[src/hdl/dpw_pkg.sv]
// Shared types and constants of the serial wiper loader.
// Assumes a single system clock domain; pins arrive asynchronously.

package dpw_pkg;

   // ----------------------------------------------------------------
   // Widths and reset values
   // ----------------------------------------------------------------
   localparam int          DPW_CODE_W    = 8;
   localparam int          DPW_TAP_COUNT = 256;
   localparam int          DPW_CNT_W     = 4;
   localparam logic [7:0]  DPW_WIPER_RST = 8'h80;
   localparam logic [7:0]  DPW_SHIFT_RST = 8'h00;
   localparam logic [3:0]  DPW_CNT_RST   = 4'h0;
   localparam logic [3:0]  DPW_CNT_MAX   = 4'hF;
   localparam logic [3:0]  DPW_WORD_BITS = 4'h8;

   // ----------------------------------------------------------------
   // Types
   // ----------------------------------------------------------------
   typedef logic [DPW_CODE_W-1:0]    dpw_code_t;
   typedef logic [DPW_TAP_COUNT-1:0] dpw_taps_t;

   // Three-wire control link, sampled as a group.
   typedef struct packed {
      logic cs_n;
      logic sclk;
      logic serial_data_input;
   } dpw_pins_s;

   localparam dpw_pins_s DPW_PINS_RST = '{cs_n: 1'b1, sclk: 1'b0,
                                          serial_data_input: 1'b0};

   typedef enum logic {
      DPW_FRM_IDLE,
      DPW_FRM_ACTIVE
   } dpw_frame_e;

endpackage : dpw_pkg

[src/hdl/dpw_pin_sync.sv]
// Two-stage synchroniser for the three link pins.
// Assumes pins are asynchronous to i_clk_sys; the first stage is read
// only by the second.

`timescale 1ns/1ps

module dpw_pin_sync (
   input  wire logic               i_clk_sys,
   input  wire logic               i_rst,
   input  wire dpw_pkg::dpw_pins_s i_pins,
   output dpw_pkg::dpw_pins_s      o_pins
);

   dpw_pkg::dpw_pins_s meta_q;
   dpw_pkg::dpw_pins_s sync_q;

   always_ff @(posedge i_clk_sys) begin
      if (i_rst) begin
         meta_q <= dpw_pkg::DPW_PINS_RST;
         sync_q <= dpw_pkg::DPW_PINS_RST;
      end else begin
         meta_q <= i_pins;
         sync_q <= meta_q;
      end
   end

   assign o_pins = sync_q;

endmodule : dpw_pin_sync

[src/hdl/dpw_tap_decoder.sv]
// Registered one-hot decoder from wiper code to tap select.
// Assumes the code comes from logic on the same clock.

`timescale 1ns/1ps

module dpw_tap_decoder (
   input  wire logic               i_clk_sys,
   input  wire logic               i_rst,
   input  wire dpw_pkg::dpw_code_t i_code,
   output dpw_pkg::dpw_taps_t      o_taps
);

   dpw_pkg::dpw_taps_t taps_d;
   dpw_pkg::dpw_taps_t taps_q;

   // Code zero is the bottom contact; each step moves one tap upward.
   for (genvar g = 0; g < dpw_pkg::DPW_TAP_COUNT; g++) begin : g_tap
      assign taps_d[g] = (i_code == dpw_pkg::DPW_CODE_W'(g));
   end

   always_ff @(posedge i_clk_sys) begin
      if (i_rst) begin
         taps_q <= dpw_pkg::DPW_TAP_COUNT'(1) << dpw_pkg::DPW_WIPER_RST;
      end else begin
         taps_q <= taps_d;
      end
   end

   assign o_taps = taps_q;

endmodule : dpw_tap_decoder

[src/hdl/dpw_wiper_loader.sv]
// Serial wiper loader: three-wire write-only receiver and wiper register.
// Assumes link pins are asynchronous to i_clk_sys and that the link
// clock is several system clocks per phase; reset stands for power-up.
//
// Summary of operation
// - Wiper stays midscale until first chip-select rise.
// - Reset clears shifter, presets wiper to 0x80.
// - Chip-select rise copies shifter into wiper.
// - Copy happens even with no bits shifted.
// - Shift one bit per clock rise while selected.
// - Surplus bits drop out; last eight kept.
// - Wiper code decodes to one-hot tap select.
// - Code zero selects bottom; higher codes step up.
// - Higher code moves tap further from bottom.
// - Only three input lines; no readback output.

`timescale 1ns/1ps

module dpw_wiper_loader (
   input  wire logic               i_clk_sys,
   input  wire logic               i_rst,
   input  wire logic               i_cs_n,
   input  wire logic               i_sclk,
   input  wire logic               i_serial_data_input,
   output dpw_pkg::dpw_code_t      o_wiper_code,
   output dpw_pkg::dpw_taps_t      o_tap_sel,
   output logic                    o_frame_active
);

   // ----------------------------------------------------------------
   // Pin synchronisation
   // ----------------------------------------------------------------
   dpw_pkg::dpw_pins_s pins_raw;
   dpw_pkg::dpw_pins_s pins_s;
   dpw_pkg::dpw_pins_s pins_prev_q;

   // The link has only inputs; nothing is ever driven back.
   assign pins_raw = '{cs_n: i_cs_n, sclk: i_sclk,
                       serial_data_input: i_serial_data_input};

   dpw_pin_sync u_sync (
      .i_clk_sys (i_clk_sys),
      .i_rst     (i_rst),
      .i_pins    (pins_raw),
      .o_pins    (pins_s)
   );

   always_ff @(posedge i_clk_sys) begin
      if (i_rst) begin
         pins_prev_q <= dpw_pkg::DPW_PINS_RST;
      end else begin
         pins_prev_q <= pins_s;
      end
   end

   // ----------------------------------------------------------------
   // Edge detection
   // ----------------------------------------------------------------
   logic cs_rise;
   logic cs_fall;
   logic sclk_rise;
   logic shift_en;

   assign cs_rise   = pins_s.cs_n & ~pins_prev_q.cs_n;
   assign cs_fall   = ~pins_s.cs_n & pins_prev_q.cs_n;
   assign sclk_rise = pins_s.sclk & ~pins_prev_q.sclk;

   // Clock edges only count while chip select is low.
   assign shift_en  = sclk_rise & ~pins_s.cs_n;

   // ----------------------------------------------------------------
   // Input shift register
   // ----------------------------------------------------------------
   dpw_pkg::dpw_code_t shift_q;
   dpw_pkg::dpw_code_t shift_d;

   // New bits enter at the bottom, so the oldest bit leaves at the top
   // and a long frame keeps only its last eight bits.
   assign shift_d = {shift_q[dpw_pkg::DPW_CODE_W-2:0],
                     pins_s.serial_data_input};

   always_ff @(posedge i_clk_sys) begin
      if (i_rst) begin
         shift_q <= dpw_pkg::DPW_SHIFT_RST;
      end else if (shift_en) begin
         shift_q <= shift_d;
      end
   end

   // ----------------------------------------------------------------
   // Wiper register
   // ----------------------------------------------------------------
   dpw_pkg::dpw_code_t wiper_q;

   // The rise of chip select is the transfer command, whether or not
   // any bits were shifted since power-up.
   always_ff @(posedge i_clk_sys) begin
      if (i_rst) begin
         wiper_q <= dpw_pkg::DPW_WIPER_RST;
      end else if (cs_rise) begin
         wiper_q <= shift_q;
      end
   end

   assign o_wiper_code = wiper_q;

   // ----------------------------------------------------------------
   // Tap decode
   // ----------------------------------------------------------------
   dpw_tap_decoder u_decoder (
      .i_clk_sys (i_clk_sys),
      .i_rst     (i_rst),
      .i_code    (wiper_q),
      .o_taps    (o_tap_sel)
   );

   // ----------------------------------------------------------------
   // Frame tracking
   // ----------------------------------------------------------------
   dpw_pkg::dpw_frame_e frame_q;
   logic [dpw_pkg::DPW_CNT_W-1:0] bit_cnt_q;

   always_ff @(posedge i_clk_sys) begin
      if (i_rst) begin
         frame_q <= dpw_pkg::DPW_FRM_IDLE;
      end else begin
         unique case (frame_q)
            dpw_pkg::DPW_FRM_IDLE: begin
               if (cs_fall) begin
                  frame_q <= dpw_pkg::DPW_FRM_ACTIVE;
               end
            end
            dpw_pkg::DPW_FRM_ACTIVE: begin
               if (cs_rise) begin
                  frame_q <= dpw_pkg::DPW_FRM_IDLE;
               end
            end
         endcase
      end
   end

   // Bits seen in the current frame, saturating.
   always_ff @(posedge i_clk_sys) begin
      if (i_rst) begin
         bit_cnt_q <= dpw_pkg::DPW_CNT_RST;
      end else if (cs_fall) begin
         bit_cnt_q <= dpw_pkg::DPW_CNT_RST;
      end else if (shift_en && bit_cnt_q != dpw_pkg::DPW_CNT_MAX) begin
         bit_cnt_q <= bit_cnt_q + 4'h1;
      end
   end

   always_ff @(posedge i_clk_sys) begin
      if (i_rst) begin
         o_frame_active <= 1'b0;
      end else begin
         o_frame_active <= ~pins_s.cs_n;
      end
   end
endmodule : dpw_wiper_loader

[config.mk]
export PLATFORM = sky130hd
export DESIGN_NAME = dpw_wiper_loader
export DESIGN_NICKNAME = d
export VERILOG_FILES = /design/src/hdl/dpw_pkg.sv /design/src/hdl/dpw_pin_sync.sv /design/src/hdl/dpw_tap_decoder.sv /design/src/hdl/dpw_wiper_loader.sv
export SDC_FILE = /design/constraint.sdc
export NUM_CORES = 1
export LEC_CHECK = 0
export BUFFER_PORTS_ARGS = -buffer_cell sky130_fd_sc_hd__buf_4
export CORE_MARGIN = 4
export CORE_UTILIZATION = 54
export CTS_BUF_LIST = sky130_fd_sc_hd__clkbuf_4
export DETAILED_ROUTE_END_ITERATION = 7
export PLACE_DENSITY = 0.83
export SLEW_MARGIN = 20
export SYNTH_ARGS = -nofsm -noshare
export SYNTH_HDL_FRONTEND = slang
export SYNTH_SLANG_ARGS = --single-unit
[constraint.sdc]
create_clock -name i_clk_sys -period 2.6 [get_ports i_clk_sys]
set_input_delay 0.39 -clock i_clk_sys [delete_from_list [all_inputs] [get_ports i_clk_sys]]
set_output_delay 0.39 -clock i_clk_sys [all_outputs]
set_load 0.01 [all_outputs]
==> impl_metrics.toml <==
[finish]
area.sequential_mm2 = 0.00563
most_frequent_standard_cell_in_the_layout_excluding_fill_and_tap_cells = "sky130_fd_sc_hd__dfxtp_1"
share_of_cells_above_drive_strength_1 = 0.364
antenna_diode_count = 0
filler_cell_count = 845
areaGrowthSynthToFinish_pct = 38.4
multiInputGateArea_mm2 = 0.00160
final_design_area_no_fill_mm2 = 0.0103
nets = 997
most-common-layout-cells = "sky130_fd_sc_hd__dfxtp_1 (281), sky130_fd_sc_hd__buf_4 (270), sky130_fd_sc_hd__nor2_1 (254)"

[detailed_routing]
via_per_inst = 4.85
route.antenna.remaining_nets = 0
drt-total-wl_um = 21800
drt-wirelength-per-cell_um = 18.0
drt_iter0_drc = 355
dr_total_vias = 5873
post-route-drc-count = 0
first_pass_iters = 4

[place]
postPlaceCellArea_mm2 = 0.00948
detailed_place_hpwl_um = 14900
pre_cts_slack_ns = 0.734
numPortBuffers = 269
global_placement_routability_congestion = 0.806

[yosys]
ys_warn_count = 0
netlist-cell-type-count = 28
synth.area.top_cells = "sky130_fd_sc_hd__dfxtp_1 (76%), sky130_fd_sc_hd__nor2_1 (13%), sky130_fd_sc_hd__nand2_1 (2.8%)"
synth_largest_area_cell = "sky130_fd_sc_hd__dfxtp_1"
synth_enable_flop_cells = 0
register_bit_count_reported_by_yosys = 281
mappedNetlistNets = 701
postSynthAreaPerCell_um2 = 10.7
seq_area_frac_synth = 0.757
synth_top_cell_area_share = 0.757
syn_inst = 696
synth-main-ff-cell = "sky130_fd_sc_hd__dfxtp_1"
async_reset_ff_frac = 0
mappedNetlistArea_mm2 = 0.00743

[global_route]
wire_length_of_the_first_global_routing_pass_um = 33100
grt_max_degree = 34
grt.overflow.total = 0
grt.total_usage = 0.270
antenna_found_initial = 0
grt_pass1_vias = 5770

[timing]
finalCriticalPeriod_ns = 1.97
fin_ws_ns = 0.635
fin_skew_ns = 0.0499
slew_headroom = 0.456
timing.final.crit_share = 0.756
worstMarginPinSlew_ns = 0.813
report.final.slew_viol_count = 0
finalSetupViolations = 0
rsz_0062_raised_after_global_routing = "false"
timing.fmax_ghz = 0.509
hold_slack_ns = 0.138
hold_violations = 0
setup-tns-final_ns = 0

[clock_tree]
clk_pin_slew_ns = 0.07
tritoncts.num_buffers = 61
root_buffer_cell = "sky130_fd_sc_hd__clkbuf_4"
clk-insertion-delay-late_ns = 0.68
ctsLongestPathBuffers = 3
h-tree-depth = 2
post_cts.repair.setup_buffers = 0
tritoncts = "yes"
cts.sinks = 281

[floorplan]
dieArea_mm2 = 0.0157
placeableCoreArea_mm2 = 0.0133
core.rowCount = 42
ios = 270
die_w_um = 125
die_height_um = 125
initial_core_util = 0.557

[worst_setup_path]
crit_path_max_incr_delay_ns = 0.70
crit_path_cell_trace = "buf_4"
critPathRequiredTime_ns = 2.21
worst_ep_arrival_time_ns = 1.58
cpMaxStageDelayCell = "sky130_fd_sc_hd__dfxtp_1"
endpoint_kind = "output pin"
cp-start-kind = "flop"
critical-path-top-delay-family = "flip-flops"
crit_path_max_fanout = 13
critPathBufInv = 1
worstSetupPathType = "flop to output pin"

[power]
power.sequential.fraction = 0.564
clkPwrFrac = 0.430
power-per-cell-area_mw_per_mm2 = 743
power.switching_fraction = 0.209
p_leak_nw = 4.51
power.ir.vdd_worst_mv = 0.416
internal_power_mw = 6.04
power.net_switching_mw = 1.60
combPwrFrac = 0.005

[min_path]
timing.hold.worst.class = "primary input to flop"

[outcome]
outcome = "complete, no violations"

[run]
maxCapViolCount = 0
-- flip-flops by register name, summed over array words and instances, names as in the netlist --
name and cells:
o_frame_active 1, o_wiper_code 8, pins_prev_q 2, shift_q 8, u_decoder.o_taps 256, u_sync.meta_q 3
u_sync.o_pins 3
-- area by class of cell --
| class | instances | area share |
|---|---|---|
| flip-flops and latches | 281 | 0.547 |
| multi-input cells | 374 | 0.155 |
| well taps | 176 | 0.0214 |
| inverters | 1 | 0.000365 |
| clock buffers | 93 | 0.0679 |
| clock inverters | 13 | 0.00791 |
| repair buffers | 273 | 0.200 |
-- Yosys cell counts, types with 2 or more instances --
| cell type | number |
|---|---|
| sky130_fd_sc_hd__nor3b_2 | 2 |
| sky130_fd_sc_hd__nor3_1 | 4 |
| sky130_fd_sc_hd__clkbuf_1 | 4 |
| sky130_fd_sc_hd__or2_2 | 2 |
| sky130_fd_sc_hd__nor2b_1 | 8 |
| sky130_fd_sc_hd__nand3_1 | 11 |
| sky130_fd_sc_hd__nor2_1 | 254 |
| sky130_fd_sc_hd__a21oi_1 | 15 |
| sky130_fd_sc_hd__and2b_1 | 4 |
| sky130_fd_sc_hd__buf_2 | 33 |
| sky130_fd_sc_hd__nand3b_1 | 4 |
| sky130_fd_sc_hd__dfxtp_1 | 281 |
| sky130_fd_sc_hd__nand2b_1 | 5 |
| sky130_fd_sc_hd__nand2_1 | 55 |
-- per-stage QoR --
step / power [mW] / utilization / std cells
finish: 7.64 / 0.771 / 1211
global route: 7.91 / 0.771 / 1211
CTS: 7.68 / 0.771 / 1211
floorplan: 4.43 / - / 696
detailed placement: 4.45 / 0.710 / 1102
global placement: 4.45 / 0.710 / 1102
-- routing by layer --
layer	wire, um	global-route usage
met5	0	0
met4	551	0.0931
met3	1970	0.0925
met2	11400	0.493
met1	7880	0.292
-- power groups by stage --
stage | clock network (mW) | logic (mW) | registers (mW)
finish | 3.29 | 0.0420 | 4.31
global route | 3.55 | 0.0464 | 4.31
CTS | 3.33 | 0.0417 | 4.31
global placement | 0 | 0.0374 | 4.41
floorplan | 0 | 0.0234 | 4.41
detailed placement | 0 | 0.0383 | 4.41
-- worst paths after layout --
check                   startpoint                    to  slack, ns  depth (start not counted)
hold / removal               i_rst      u_sync.meta_q[0]       0.14                          2
setup / recovery   o_wiper_code[3]       o_wiper_code[3]       0.63                          1
setup reg to reg   o_wiper_code[3]  u_decoder.o_taps[27]       0.65                          3
hold reg to reg   u_sync.meta_q[2]      u_sync.o_pins[2]       0.41                          1
-- kinds of logic after synthesis --
| family | after synthesis | share of synthesized area |
|---|---|---|
| compound gates | 16 | 0.0114 |
| flops | 281 | 0.757 |
| simple gates | 358 | 0.204 |
| buf+inv | 41 | 0.0278 |
-- repair_timing --
item                       in CTS  in global routing
hold endpoints to repair        3                  0
resized for setup               0                  0
setup endpoints to repair       0                  0
hold buffers                    3                  0
Power figures use the tool's default switching activity.
